## config.mk

```make
export PLATFORM = sky130hd
export DESIGN_NAME = ssp_top
export DESIGN_NICKNAME = d
export VERILOG_FILES = /design/src/common/ssp_pkg.sv /design/src/common/ssp_fix_if.sv /design/src/rtl/ssp_fixed_sel.sv /design/src/rtl/ssp_top.sv
export SDC_FILE = /design/constraint.sdc
export NUM_CORES = 2
export LEC_CHECK = 0
export BUFFER_PORTS_ARGS = -buffer_cell sky130_fd_sc_hd__buf_2
export CORE_ASPECT_RATIO = 0.75
export CORE_MARGIN = 2
export CORE_UTILIZATION = 50
export CTS_CLUSTER_DIAMETER = 60
export DETAILED_ROUTE_END_ITERATION = 10
export PLACE_DENSITY = 0.67
export REMOVE_ABC_BUFFERS = 1
export SLEW_MARGIN = 5
export SYNTH_ARGS = -nofsm -noshare
export SYNTH_HDL_FRONTEND = slang
export SYNTH_SLANG_ARGS = --single-unit
```

## constraint.sdc

```tcl
create_clock -name CLOCK_I -period 11.2 [get_ports CLOCK_I]
set_input_delay 0.56 -clock CLOCK_I [delete_from_list [all_inputs] [get_ports CLOCK_I]]
set_output_delay 0.56 -clock CLOCK_I [all_outputs]
set_load 0.01 [all_outputs]
```

## src/common/ssp_pkg.sv

```systemverilog
// Purpose: Constants, types and helpers of the speed setpoint sources
// Assumes: 100 MHz clock, 16-bit signed speeds in rpm
// Notes:   Register addresses are word indexes on the plain register port
package ssp_pkg;
   // ==========================================================
   // Widths and types
   localparam int SSP_AW    = 8;
   localparam int SSP_DW    = 32;
   localparam int SSP_SPD_W = 16;
   localparam int SSP_NFIX  = 16;
   typedef logic signed [SSP_SPD_W-1:0] ssp_speed_t;
   typedef enum logic [1:0] {
      ST_OFF  = 2'b00,
      ST_HOLD = 2'b01,
      ST_UP   = 2'b10,
      ST_DOWN = 2'b11
   } ssp_mop_st_t;

   // ==========================================================
   // Register addresses
   localparam logic [7:0] ADR_CONFIG    = 8'h00;
   localparam logic [7:0] ADR_MAX       = 8'h01;
   localparam logic [7:0] ADR_MIN       = 8'h02;
   localparam logic [7:0] ADR_START     = 8'h03;
   localparam logic [7:0] ADR_SETTING   = 8'h04;
   localparam logic [7:0] ADR_POT_OUT   = 8'h05;
   localparam logic [7:0] ADR_STORED    = 8'h06;
   localparam logic [7:0] ADR_RAMPUP    = 8'h07;
   localparam logic [7:0] ADR_RAMPDN    = 8'h08;
   localparam logic [7:0] ADR_FIX_MODE  = 8'h09;
   localparam logic [7:0] ADR_SEL_SRC   = 8'h0A;
   localparam logic [7:0] ADR_MAIN_SRC  = 8'h0B;
   localparam logic [7:0] ADR_EXTRA_SRC = 8'h0C;
   localparam logic [7:0] ADR_FIX_OUT   = 8'h0D;
   localparam logic [7:0] ADR_FIX_BASE  = 8'h10;

   // ==========================================================
   // Fields and reset values
   localparam int CFG_KEEP      = 0;
   localparam int CFG_AUTO_RAMP = 1;
   localparam int CFG_ROUND     = 2;
   localparam int CFG_NV        = 3;
   localparam int CFG_ALWAYS    = 4;
   localparam logic [4:0]  CFG_RESET      = 5'h06;
   localparam ssp_speed_t  SPEED_RESET    = 16'h0000;
   localparam int          RAMP_TIME_MS   = 10000;
   localparam logic [15:0] RAMP_RESET     = 16'(RAMP_TIME_MS);
   localparam logic [1:0]  MODE_DIRECT    = 2'h1;
   localparam logic [1:0]  MODE_BINARY    = 2'h2;
   localparam logic [1:0]  FIX_MODE_RESET = 2'h1;
   localparam logic [3:0]  SEL_SRC_RESET  = 4'h0;
   localparam logic [15:0] SRC_RESET      = 16'h0000;
   localparam logic [15:0] CODE_FIXED     = 16'h0400;
   localparam logic [15:0] CODE_MOP       = 16'h041A;

   // ==========================================================
   // Timing
   localparam int CLK_PERIOD_NS   = 10;
   localparam int TICK_TIME_US    = 1000;
   localparam int SSP_TICK_CYCLES = (TICK_TIME_US * 1000) / CLK_PERIOD_NS;

   // ==========================================================
   // Limit a speed to lo..hi, upper limit wins
   function automatic ssp_speed_t ssp_clamp(input logic signed [16:0] v,
                                            input ssp_speed_t lo, input ssp_speed_t hi);
      logic signed [16:0] r;
      r = v;
      if (r < 17'(lo)) r = 17'(lo);
      if (r > 17'(hi)) r = 17'(hi);
      return r[15:0];
   endfunction : ssp_clamp
endpackage : ssp_pkg

```

## src/common/ssp_fix_if.sv

```systemverilog
// Purpose: Carrier between setpoint top and fixed selector
// Assumes: Selection bits already routed from their sources
// Notes:   Combinational path, top registers the result
`timescale 1ns/10ps
interface ssp_fix_if;
   import ssp_pkg::*;
   logic [1:0] mode;
   logic [3:0] sel;
   ssp_speed_t speed [SSP_NFIX];
   ssp_speed_t result;
   modport ctrl    (output mode, output sel, output speed, input result);
   modport sel_end (input mode, input sel, input speed, output result);
endinterface : ssp_fix_if

```

## src/rtl/ssp_fixed_sel.sv

```systemverilog
// Purpose: Fixed speed selection, direct sum or binary index
// Assumes: Mode and setpoints come from registers of the top
// Notes:   Direct sum wraps at 16 bits
`timescale 1ns/10ps
module ssp_fixed_sel
   import ssp_pkg::*;
(
   // Selector side
   ssp_fix_if.sel_end bus
);
   // ==========================================================
   // Selection
   always_comb begin
      logic signed [17:0] sum;
      sum = '0;
      bus.result = SPEED_RESET;
      case (bus.mode)
         MODE_DIRECT: begin
            for (int i = 0; i < 4; i++) begin
               if (bus.sel[i]) sum = sum + 18'(bus.speed[i]);
            end
            bus.result = sum[15:0];
         end
         MODE_BINARY: bus.result = bus.speed[bus.sel];
         default: bus.result = SPEED_RESET;
      endcase
   end
endmodule : ssp_fixed_sel

```

## src/rtl/ssp_top.sv

```systemverilog
// Purpose: Speed setpoint sources: motorized pot and fixed speeds
// Assumes: All inputs synchronous to CLOCK_I
// Notes:   Ramp time is the time for the full min..max span
// How it works
// - Five-bit pot config, independently writable, resets to binary 00110.
// - Config bit 0 clear: start value loaded at every motor switch-on.
// - Config bit 0 set: output saved at switch-off, restored at switch-on.
// - Automatic mode ramps only with bit 1 set, else output steps at once.
// - Manual mode, auto input low, always ramps whatever bit 1 says.
// - Config bit 2 adds initial rounding: one-rpm first step for fine entry.
// - Bits 3 and 0 set: saved setpoint kept in a power-independent copy.
// - Bit 4 clear: pot updates only with pulses enabled; set: always.
// - Pot output clamped between minimum and maximum speed, both reset zero.
// - Accept input loads the setting value into the pot output.
// - Up to sixteen fixed speeds chosen by inputs or fieldbus bits.
// - Direct mode sums the fixed speeds whose selection bits are set.
// - Binary mode uses the four bits as index into sixteen speeds.
// - Fixed mode value 1 selects direct selection.
// - Each selection bit comes from its own routed source, input or fieldbus.
// - Main and extra setpoint route fixed speed when their code is 1024.
// - Increase ramps up, decrease ramps down, ramp times default ten seconds.
// - Start value in rpm, reset zero, applies at motor switch-on.
//
// Local design decisions: the address-and-strobe port and the placing of the registers.
`timescale 1ns/10ps
module ssp_top
   import ssp_pkg::*;
#(
   parameter int unsigned TICK_CYCLES = SSP_TICK_CYCLES
) (
   // Clock and reset
   input  wire logic                CLOCK_I,
   input  wire logic                RST_I,
   // Register port
   input  wire logic [SSP_AW-1:0]   ADDR_I,
   input  wire logic [SSP_DW-1:0]   WDATA_I,
   input  wire logic                WR_I,
   input  wire logic                RD_I,
   output logic      [SSP_DW-1:0]   RDATA_O,
   // Drive state and pot commands
   input  wire logic                MOTOR_ON_I,
   input  wire logic                PULSE_EN_I,
   input  wire logic                AUTO_MODE_I,
   input  wire logic                POT_UP_I,
   input  wire logic                POT_DOWN_I,
   input  wire logic                POT_ACCEPT_I,
   // Fixed speed selection
   input  wire logic [3:0]          DI_SEL_I,
   input  wire logic [3:0]          FB_SEL_I,
   // Power-independent store
   input  wire logic                NV_LOAD_I,
   input  wire logic [SSP_SPD_W-1:0] NV_DATA_I,
   output logic                     NV_WRITE_O,
   output logic      [SSP_SPD_W-1:0] NV_DATA_O,
   // Setpoints
   output logic      [SSP_SPD_W-1:0] POT_OUT_O,
   output logic      [SSP_SPD_W-1:0] FIXED_OUT_O,
   output logic      [SSP_SPD_W-1:0] MAIN_SETPOINT_O,
   output logic      [SSP_SPD_W-1:0] EXTRA_SETPOINT_O
);
   // ==========================================================
   // Declarations
   logic [4:0]    cfg_reg, cfg_next;
   ssp_speed_t    max_reg, max_next, min_reg, min_next;
   ssp_speed_t    start_reg, start_next, setting_reg, setting_next;
   logic [15:0]   rampup_reg, rampup_next, rampdn_reg, rampdn_next;
   logic [1:0]    mode_reg, mode_next;
   logic [3:0]    sel_src_reg, sel_src_next;
   logic [15:0]   main_src_reg, main_src_next, extra_src_reg, extra_src_next;
   ssp_speed_t    fix_reg [SSP_NFIX];
   ssp_speed_t    fix_next [SSP_NFIX];
   logic [31:0]   rdata_reg, rdata_next;
   logic [31:0]   tick_cnt_reg, tick_cnt_next;
   logic          tick_reg, tick_next;
   ssp_mop_st_t   st_reg, st_next;
   ssp_speed_t    pot_reg, pot_next, stored_reg, stored_next;
   logic [32:0]   acc_reg, acc_next;
   logic          motor_reg, motor_next;
   logic          nvw_reg, nvw_next;
   ssp_speed_t    nvd_reg, nvd_next;
   ssp_speed_t    fixed_reg, fixed_next, main_reg, main_next, extra_reg, extra_next;
   logic          on_rise, off_fall, ramp_on, upd_ok, up_only, dn_only, moving_ok;
   logic [15:0]   ramp_t;
   logic [16:0]   span;
   logic [3:0]    sel_w;
   ssp_fix_if     fix_bus ();

   // ==========================================================
   // Helpers
   function automatic logic [31:0] zext(input logic [15:0] v);
      return {16'h0000, v};
   endfunction : zext

   function automatic ssp_speed_t route(input logic [15:0] code,
                                        input ssp_speed_t fx, input ssp_speed_t pot);
      if (code == CODE_FIXED) return fx;
      if (code == CODE_MOP) return pot;
      return SPEED_RESET;
   endfunction : route

   // ==========================================================
   // Register writes
   always_comb begin
      cfg_next       = cfg_reg;
      max_next       = max_reg;
      min_next       = min_reg;
      start_next     = start_reg;
      setting_next   = setting_reg;
      rampup_next    = rampup_reg;
      rampdn_next    = rampdn_reg;
      mode_next      = mode_reg;
      sel_src_next   = sel_src_reg;
      main_src_next  = main_src_reg;
      extra_src_next = extra_src_reg;
      fix_next       = fix_reg;
      if (WR_I) begin
         case (ADDR_I)
            ADR_CONFIG:    cfg_next = WDATA_I[4:0];
            ADR_MAX:       max_next = WDATA_I[15:0];
            ADR_MIN:       min_next = WDATA_I[15:0];
            ADR_START:     start_next = WDATA_I[15:0];
            ADR_SETTING:   setting_next = WDATA_I[15:0];
            ADR_RAMPUP:    rampup_next = WDATA_I[15:0];
            ADR_RAMPDN:    rampdn_next = WDATA_I[15:0];
            ADR_FIX_MODE:  mode_next = WDATA_I[1:0];
            ADR_SEL_SRC:   sel_src_next = WDATA_I[3:0];
            ADR_MAIN_SRC:  main_src_next = WDATA_I[15:0];
            ADR_EXTRA_SRC: extra_src_next = WDATA_I[15:0];
            default: begin
               if (ADDR_I[7:4] == ADR_FIX_BASE[7:4]) fix_next[ADDR_I[3:0]] = WDATA_I[15:0];
            end
         endcase
      end
   end

   // ==========================================================
   // Register reads, data valid only in the following cycle
   always_comb begin
      rdata_next = '0;
      if (RD_I) begin
         case (ADDR_I)
            ADR_CONFIG:    rdata_next = {27'h000_0000, cfg_reg};
            ADR_MAX:       rdata_next = zext(max_reg);
            ADR_MIN:       rdata_next = zext(min_reg);
            ADR_START:     rdata_next = zext(start_reg);
            ADR_SETTING:   rdata_next = zext(setting_reg);
            ADR_POT_OUT:   rdata_next = zext(pot_reg);
            ADR_STORED:    rdata_next = zext(stored_reg);
            ADR_RAMPUP:    rdata_next = zext(rampup_reg);
            ADR_RAMPDN:    rdata_next = zext(rampdn_reg);
            ADR_FIX_MODE:  rdata_next = {30'h0000_0000, mode_reg};
            ADR_SEL_SRC:   rdata_next = {28'h000_0000, sel_src_reg};
            ADR_MAIN_SRC:  rdata_next = zext(main_src_reg);
            ADR_EXTRA_SRC: rdata_next = zext(extra_src_reg);
            ADR_FIX_OUT:   rdata_next = zext(fixed_reg);
            default: begin
               if (ADDR_I[7:4] == ADR_FIX_BASE[7:4]) rdata_next = zext(fix_reg[ADDR_I[3:0]]);
            end
         endcase
      end
   end

   always_ff @(posedge CLOCK_I) begin
      if (RST_I) begin
         cfg_reg       <= CFG_RESET;
         max_reg       <= SPEED_RESET;
         min_reg       <= SPEED_RESET;
         start_reg     <= SPEED_RESET;
         setting_reg   <= SPEED_RESET;
         rampup_reg    <= RAMP_RESET;
         rampdn_reg    <= RAMP_RESET;
         mode_reg      <= FIX_MODE_RESET;
         sel_src_reg   <= SEL_SRC_RESET;
         main_src_reg  <= SRC_RESET;
         extra_src_reg <= SRC_RESET;
         fix_reg       <= '{default: SPEED_RESET};
         rdata_reg     <= '0;
      end else begin
         cfg_reg       <= cfg_next;
         max_reg       <= max_next;
         min_reg       <= min_next;
         start_reg     <= start_next;
         setting_reg   <= setting_next;
         rampup_reg    <= rampup_next;
         rampdn_reg    <= rampdn_next;
         mode_reg      <= mode_next;
         sel_src_reg   <= sel_src_next;
         main_src_reg  <= main_src_next;
         extra_src_reg <= extra_src_next;
         fix_reg       <= fix_next;
         rdata_reg     <= rdata_next;
      end
   end

   // ==========================================================
   // Millisecond tick for the ramp
   always_comb begin
      tick_next     = 1'b0;
      tick_cnt_next = tick_cnt_reg + 32'h0000_0001;
      if (tick_cnt_reg >= TICK_CYCLES - 1) begin
         tick_cnt_next = '0;
         tick_next     = 1'b1;
      end
   end

   always_ff @(posedge CLOCK_I) begin
      if (RST_I) begin
         tick_cnt_reg <= '0;
         tick_reg     <= 1'b0;
      end else begin
         tick_cnt_reg <= tick_cnt_next;
         tick_reg     <= tick_next;
      end
   end

   // ==========================================================
   // Motorized pot
   assign on_rise   = MOTOR_ON_I && !motor_reg;
   assign off_fall  = !MOTOR_ON_I && motor_reg;
   assign ramp_on   = !AUTO_MODE_I || cfg_reg[CFG_AUTO_RAMP];
   assign upd_ok    = PULSE_EN_I || cfg_reg[CFG_ALWAYS];
   assign up_only   = POT_UP_I && !POT_DOWN_I;
   assign dn_only   = POT_DOWN_I && !POT_UP_I;
   assign moving_ok = (st_reg != ST_OFF) && upd_ok && MOTOR_ON_I && motor_reg;
   assign ramp_t    = (st_reg == ST_UP) ? rampup_reg : rampdn_reg;
   assign span      = 17'(max_reg) - 17'(min_reg);

   always_comb begin
      logic signed [16:0] val;
      val         = 17'(pot_reg);
      st_next     = st_reg;
      stored_next = stored_reg;
      acc_next    = acc_reg;
      motor_next  = MOTOR_ON_I;
      nvw_next    = 1'b0;
      nvd_next    = nvd_reg;
      if (on_rise) begin
         val     = cfg_reg[CFG_KEEP] ? 17'(stored_reg) : 17'(start_reg);
         st_next = ST_HOLD;
      end else if (off_fall) begin
         st_next = ST_OFF;
         if (cfg_reg[CFG_KEEP]) stored_next = pot_reg;
         if (cfg_reg[CFG_KEEP] && cfg_reg[CFG_NV]) begin
            nvw_next = 1'b1;
            nvd_next = pot_reg;
         end
      end else if (moving_ok) begin
         if (POT_ACCEPT_I) begin
            val = 17'(setting_reg);
         end else begin
            case (st_reg)
               ST_HOLD: begin
                  acc_next = '0;
                  if (up_only || dn_only) begin
                     st_next = up_only ? ST_UP : ST_DOWN;
                     if (ramp_on && cfg_reg[CFG_ROUND]) begin
                        val = up_only ? val + 17'sd1 : val - 17'sd1;
                     end
                  end
               end
               ST_UP, ST_DOWN: begin
                  if ((st_reg == ST_UP) ? !up_only : !dn_only) begin
                     st_next = ST_HOLD;
                  end else if (!ramp_on || ramp_t == 16'h0000) begin
                     val = (st_reg == ST_UP) ? 17'(max_reg) : 17'(min_reg);
                  end else if (acc_reg >= 33'(ramp_t)) begin
                     val      = (st_reg == ST_UP) ? val + 17'sd1 : val - 17'sd1;
                     acc_next = acc_reg - 33'(ramp_t);
                  end else if (tick_reg) begin
                     acc_next = acc_reg + 33'(span);
                  end
               end
               default: st_next = ST_HOLD;
            endcase
         end
      end
      if (NV_LOAD_I && cfg_reg[CFG_KEEP] && cfg_reg[CFG_NV] && !off_fall) begin
         stored_next = NV_DATA_I;
      end
      pot_next = ssp_clamp(val, min_reg, max_reg);
   end

   always_ff @(posedge CLOCK_I) begin
      if (RST_I) begin
         st_reg     <= ST_OFF;
         pot_reg    <= SPEED_RESET;
         stored_reg <= SPEED_RESET;
         acc_reg    <= '0;
         motor_reg  <= 1'b0;
         nvw_reg    <= 1'b0;
         nvd_reg    <= SPEED_RESET;
      end else begin
         st_reg     <= st_next;
         pot_reg    <= pot_next;
         stored_reg <= stored_next;
         acc_reg    <= acc_next;
         motor_reg  <= motor_next;
         nvw_reg    <= nvw_next;
         nvd_reg    <= nvd_next;
      end
   end

   // ==========================================================
   // Fixed speeds and setpoint routing
   always_comb begin
      for (int i = 0; i < 4; i++) begin
         sel_w[i] = sel_src_reg[i] ? FB_SEL_I[i] : DI_SEL_I[i];
      end
   end

   assign fix_bus.mode  = mode_reg;
   assign fix_bus.sel   = sel_w;
   assign fix_bus.speed = fix_reg;

   ssp_fixed_sel u_fixed (
      .bus (fix_bus.sel_end)
   );

   always_comb begin
      fixed_next = fix_bus.result;
      main_next  = route(main_src_reg, fixed_reg, pot_reg);
      extra_next = route(extra_src_reg, fixed_reg, pot_reg);
   end

   always_ff @(posedge CLOCK_I) begin
      if (RST_I) begin
         fixed_reg <= SPEED_RESET;
         main_reg  <= SPEED_RESET;
         extra_reg <= SPEED_RESET;
      end else begin
         fixed_reg <= fixed_next;
         main_reg  <= main_next;
         extra_reg <= extra_next;
      end
   end

   // ==========================================================
   // Outputs
   assign RDATA_O          = rdata_reg;
   assign NV_WRITE_O       = nvw_reg;
   assign NV_DATA_O        = nvd_reg;
   assign POT_OUT_O        = pot_reg;
   assign FIXED_OUT_O      = fixed_reg;
   assign MAIN_SETPOINT_O  = main_reg;
   assign EXTRA_SETPOINT_O = extra_reg;
endmodule : ssp_top

```

Word level (Yosys, flattened, before mapping)
Index checks and enable logic that the tools add are counted.
{"block": "word_totals", "reg_bits": 593, "wordCells": 226}
{"block": "op_classes", "add_sub_neg": 9, "magnitude_cmp": 7, "eq_ne": 32, "mux": 74, "bitwise": 7, "n_reduce_logical": 56}
{"op": "$mux W16", "count": 27}
{"op": "$bwmux W256", "count": 1}
{"op": "$mux W17", "count": 14}
{"op": "$pmux W16 S14", "count": 1}
{"op": "$mux W33", "count": 4}
{"op": "$bmux W16 S4", "count": 2}
{"op": "$pmux W33 S2", "count": 1}
{"op": "$demux W16 S4", "count": 1}
{"op": "$eq A16 B11 Y1 const B", "count": 4}
{"op": "$add A16 B16 Y16", "count": 3}
{"op": "$eq A8 B4 Y1 const B", "count": 6}
{"op": "$pmux W17 S2", "count": 1}
{"op": "$add A33 B17 Y33", "count": 1}
{"op": "$ge A33 B16 Y1", "count": 1}
{"op": "$sub A33 B16 Y33", "count": 1}
{"op": "$add A32 B1 Y32 const B", "count": 1}
{"op": "$eq A8 B3 Y1 const B", "count": 4}
{"op": "$ge A32 B17 Y1 const B", "count": 1}
{"op": "$pmux W16 S2", "count": 1}
{"op": "$reduce_and A2 Y1", "count": 11}
{"op": "$mux W1", "count": 18}
{"op": "$add A16 B2 Y17 const B", "count": 1}
{"op": "$gt A17 B16 Y1", "count": 1}
{"op": "$lt A17 B16 Y1", "count": 1}
{"op": "31 further kinds", "count": 78}

Longest topological paths before layout
{"block": "logic_depth", "depth_word": 15, "mapped_depth": 41, "ltp_nobuf": 35}

Hierarchy
From an unflattened synthesis, not the netlist that was laid out.
{"block": "hier_totals", "hier_cells": 4338, "area_unflattened_um2": 35081.1}
{"mod": "ssp_top", "n_inst": 1, "cells_per_inst": 3780, "area_per_inst_um2": 30026.3, "seq_area_each_um2": 11551.1}
{"mod": "ssp_fixed_sel", "n_inst": 1, "cells_per_inst": 558, "area_per_inst_um2": 5054.8, "seq_area_each_um2": 0.0}

Least setup slack after synthesis
Ideal clock, no wire load.
{"block": "synth_path", "path_type": "register to register", "from": "register st_reg[1]", "to": "register pot_reg[11], in the netlist POT_OUT_O[11]", "setup_time_ns": 0.070, "arrival_time_ns": 8.617, "t_required_ns": 11.130, "slack_ns": 2.512, "path_stages_with_launch": 41, "period_less_slack_ns": 8.688, "cell_sequence": "dfxtp_1 > nor2b_1 > clkbuf_1 > clkbuf_1 > buf_1 > clkbuf_1 > mux2i_1 > ha_1 > a21o_1 > o21bai_1 > a41o_1 > a221oi_1 > nand2_2 > clkbuf_1 > a31oi_1 > o21ai_1 > o211ai_1 > a31oi_1 > [... 5 more ...] > a21boi_0 > a41o_1 > a41o_1 > mux2i_4 > buf_6 > mux2i_1 > inv_1 > ha_1 > nor2b_1 > o21ai_0 > nand2b_1 > a21oi_1 > o211ai_1 > a21oi_1 > o22a_1 > nor2_1 > clkbuf_1 > o2bb2ai_1"}
{"block": "synth_between", "elab_chain_cells": 15, "word_cells_on_any_way": 27}
{"item": "start: declaration", "line": "ssp_top.sv:75", "text": "ssp_mop_st_t st_reg, st_next;"}
{"item": "start signal: assignment", "line": "ssp_top.sv:293", "text": "st_reg <= st_next;"}
{"item": "$eq A2 B2 Y1"}
{"item": "$mux W16", "line": "ssp_top.sv:225", "text": "assign ramp_t = (st_reg == ST_UP) ? rampup_reg : rampdn_reg;"}
{"item": "$ge A33 B16 Y1 / $logic_not A16 Y1 (equally long branches)", "line": "ssp_top.sv:266, ssp_top.sv:264"}
{"item": "$mux W17 / $logic_or A1 B1 Y1 (equally long branches)", "line": "ssp_top.sv:266, ssp_top.sv:264"}
{"item": "$mux W17", "line": "ssp_top.sv:264", "text": "end else if (!ramp_on || ramp_t == 16'h0000) begin"}
{"item": "$mux W17", "line": "ssp_top.sv:262", "text": "if ((st_reg == ST_UP) ? !up_only : !dn_only) begin"}
{"item": "$pmux W17 S2", "line": "ssp_top.sv:251", "text": "case (st_reg)"}
{"item": "$mux W17", "line": "ssp_top.sv:248", "text": "if (POT_ACCEPT_I) begin"}
{"item": "$mux W17 *", "line": "ssp_top.sv:247", "text": "end else if (moving_ok) begin"}
{"item": "$mux W17 *", "line": "ssp_top.sv:240", "text": "end else if (off_fall) begin"}
{"item": "$mux W17 *", "line": "ssp_top.sv:237", "text": "if (on_rise) begin"}
{"item": "$lt A17 B16 Y1", "line": "ssp_pkg.sv:68", "text": "if (r < 17'(lo)) r = 17'(lo);"}
{"item": "$mux W17 *", "line": "ssp_pkg.sv:68"}
{"item": "$gt A17 B16 Y1", "line": "ssp_pkg.sv:69", "text": "if (r > 17'(hi)) r = 17'(hi);"}
{"item": "$mux W16 *", "line": "ssp_pkg.sv:69"}
{"item": "end signal: assignment", "line": "ssp_top.sv:294", "text": "pot_reg <= pot_next;"}
{"item": "end: declaration", "line": "ssp_top.sv:76", "text": "ssp_speed_t pot_reg, pot_next, stored_reg, stored_next;"}
Every way passes the cells marked *; elsewhere a longest branch is shown, timed or not.
A chain may end at the register's enable or synchronous reset.

Worst setup path in the final report
{"block": "layout_path", "from": "register st_reg[0]", "to": "register pot_reg[14], in the netlist POT_OUT_O[14]"}
Same word-level chain as after synthesis.

==> flow_summary.json <==
{
  "cts_resized": 0,
  "fin_tns_setup_ns": 0,
  "use_met1_pct": 54.8,
  "cts_max_level": 2,
  "io_buffer_count": 155,
  "num_rows": 83,
  "synth_edf_count": 0,
  "leakage_nw": 13.6,
  "die-area_um2": 70800,
  "ys_types": 83,
  "cts_made_buffers": 60,
  "antenna_found_initial": 6,
  "crit_start": "st_reg[0]$_SDFFE_PP0P_",
  "ys_seq_area_share_pct": 33.6,
  "io_pins": 188,
  "tightest_slew_ns": 1.26,
  "drive_gt1_share_pct": 10.4,
  "drt_iter0_markers": 5213,
  "synthArstFlopShare_pct": 0,
  "cts_max_path_buffers": 3,
  "area_growth_pct": 10.1,
  "period_share_pct": 90.8,
  "outcome": "finished clean",
  "required_ns": 11.78,
  "ys_seq_elements": 577,
  "avgSynthCellArea_um2": 7.56,
  "wl_per_cell_um": 25.2,
  "fin_cells": 5445,
  "cp_common_cell": "ha_1",
  "end_kind": "flip-flop",
  "synthFlopType": "dfxtp_1",
  "setup.worst_path.start_class": "flip-flop",
  "met2_usage_pct": 49.5,
  "worstSetupPathType": "flip-flop to flip-flop",
  "cp_max_fo": 22,
  "drv_slew": 0,
  "drc": 0,
  "core_um2": 68200,
  "cts_tree": "built",
  "dr_total_vias": 35100,
  "min_from": "MOTOR_ON_I",
  "r2r-start": "st_reg[0]$_SDFFE_PP0P_",
  "ys.warnings.count": 0,
  "max_stage_delay_ns": 0.95,
  "min_period_ns": 10.17,
  "clock-sinks": 577,
  "vias_per_cell": 6.44,
  "clk_latency_ns": 0.66,
  "slew_headroom_pct": 15.8,
  "grt_start_max_net_pins": 109,
  "clockRootBuffer": "clkbuf_16",
  "grt_remaining_overflow": 0,
  "rsz0062_at_grt": "false",
  "largest_reg_flops": 256,
  "initial_core_util_pct": 50.3,
  "path_clk_slew_ns": 0.06,
  "dp_cells": 5335,
  "whs_ns": 0.189,
  "nets": 4723,
  "cap_violations": 0,
  "use_met3_pct": 13.6,
  "wirelength_um": 137000,
  "dpl_worst_slack_ns": 1.63,
  "fp.dieW_um": 307,
  "final_cell_mix": "nand2_1, dfxtp_1, a21oi_1",
  "die_h_um": 231,
  "gp_routability_congestion": 1.00,
  "slowest_stage": "a211oi_2",
  "power.total_mw": 4.84,
  "grt_use_total_pct": 37.5,
  "grt_pass1_wl_um": 203000,
  "setup_violations": 0,
  "final_common_cell": "nand2_1",
  "firstDrtPassIters": 9,
  "hold_violations": 0,
  "hold_buffers": 0,
  "grt_pass1_vias": 31700,
  "fillers": 6469,
  "hp-class": "input port to flip-flop",
  "syn_area_um2": 34300,
  "clock_skew_ns": 0.0194,
  "drt.antenna.violating_nets": 0,
  "top_usage_layer": "met1",
  "fmax_mhz": 98.3,
  "post_synth_inst_count": 4544,
  "postCtsSetupBuffers": 0,
  "cp.arrival_ns": 10.74,
  "layout_setup_ws_ns": 1.03,
  "power_density_nw_per_um2": 128,
  "ir_worst_vdd_v": 0.000119,
  "hpwl_um": 94700
}
Yosys cell counts (26+ instances only):
cell type	instances	area, um2
clkbuf_1	300	1130
xnor2_1	73	639
ha_1	137	1710
mux2i_1	76	761
a21o_1	26	195
a22oi_1	55	413
xor2_1	41	359
nand3_1	117	586
nor2_1	253	950
nor4_1	30	188
dfxtp_1	577	11600
nand2_1	1255	4710
mux4_2	80	1800
inv_1	97	364
a21oi_1	551	2760
a221oi_1	32	280
nor3_1	46	230
a31oi_1	55	344
and2_1	30	188
a211oi_1	39	293
a311oi_1	58	508
buf_1	32	120
o21ai_0	118	591
and3_1	59	369
a22o_1	29	254
path summary, 6_finish.rpt:
kind | slack (ns) | to | cells past startpoint
worst max-delay path | 1.03 | POT_OUT_O[14]$_SDFF_PP0_ | 32
worst min-delay path | 0.19 | motor_reg$_SDFF_PP0_ | 3
worst max register to register | 1.03 | POT_OUT_O[14]$_SDFF_PP0_ | 32
worst min register to register | 0.45 | NV_DATA_O[4]$_SDFFE_PP0P_ | 2
report_power, final:
| part | switching (mW) | leakage [nW] | total (mW) | internal [mW] |
|---|---|---|---|---|
| clock | 0.932 | 1.07 | 2.30 | 1.37 |
| sequential | 0.0163 | 4.65 | 2.08 | 2.06 |
| combinational | 0.328 | 7.91 | 0.462 | 0.134 |
| total | 1.28 | 13.6 | 4.84 | 3.57 |
kinds of logic (layout without fill, tap and decap cells):
family | Yosys count | in the layout | synth area share, %
AND/OR/NAND/NOR | 1946 | 1946 | 24.2
buffers and inverters | 449 | 425 | 5.11
flip-flops | 577 | 577 | 33.6
XOR/XNOR | 114 | 114 | 2.91
other | 1 | 34 | 0.0109
adder cells (fa/ha/maj) | 143 | 143 | 5.34
multiplexers | 172 | 172 | 8.02
AO/OA/AOI/OAI | 1142 | 1142 | 20.8
layout make-up:
cell class                      instances  area [um2]  share of cell area [%]
Timing Repair Buffer                  218        1280                    3.38
Inverter                              100         375                   0.993
Sequential cell                       577       11600                    30.6
Clock inverter                         34         582                    1.54
Antenna cell                            3        7.51                  0.0199
Clock buffer                           73        1620                    4.29
Multi-Input combinational cell       3548       21300                    56.3
Tap cell                              892        1120                    2.95
through the flow:
step / util [%] / instance area (um2)
floorplan: - / 33100
global placement: 52.2 / 35600
detailed placement: 52.2 / 35600
CTS: 55.4 / 37800
global route: 55.4 / 37800
finish: 55.4 / 37800
layer usage:
layer  up-vias  share of wire [%]
met5         -               0.11
met4         6                3.7
met3       323                 16
met2      2401                 38
met1     16500                 42
li1      15800                  -
worst max-delay path, delay by kind of cell (launching register included):
family | cells | cell delay, ns
adders and majority gates | 3 | 1.02
AOI/OAI and AO/OA | 15 | 3.72
and+or+nand+nor | 9 | 3.12
DFF | 1 | 0.30
buffers and inverters | 2 | 0.27
muxes | 3 | 1.60
(Power assumes the default switching activity.)
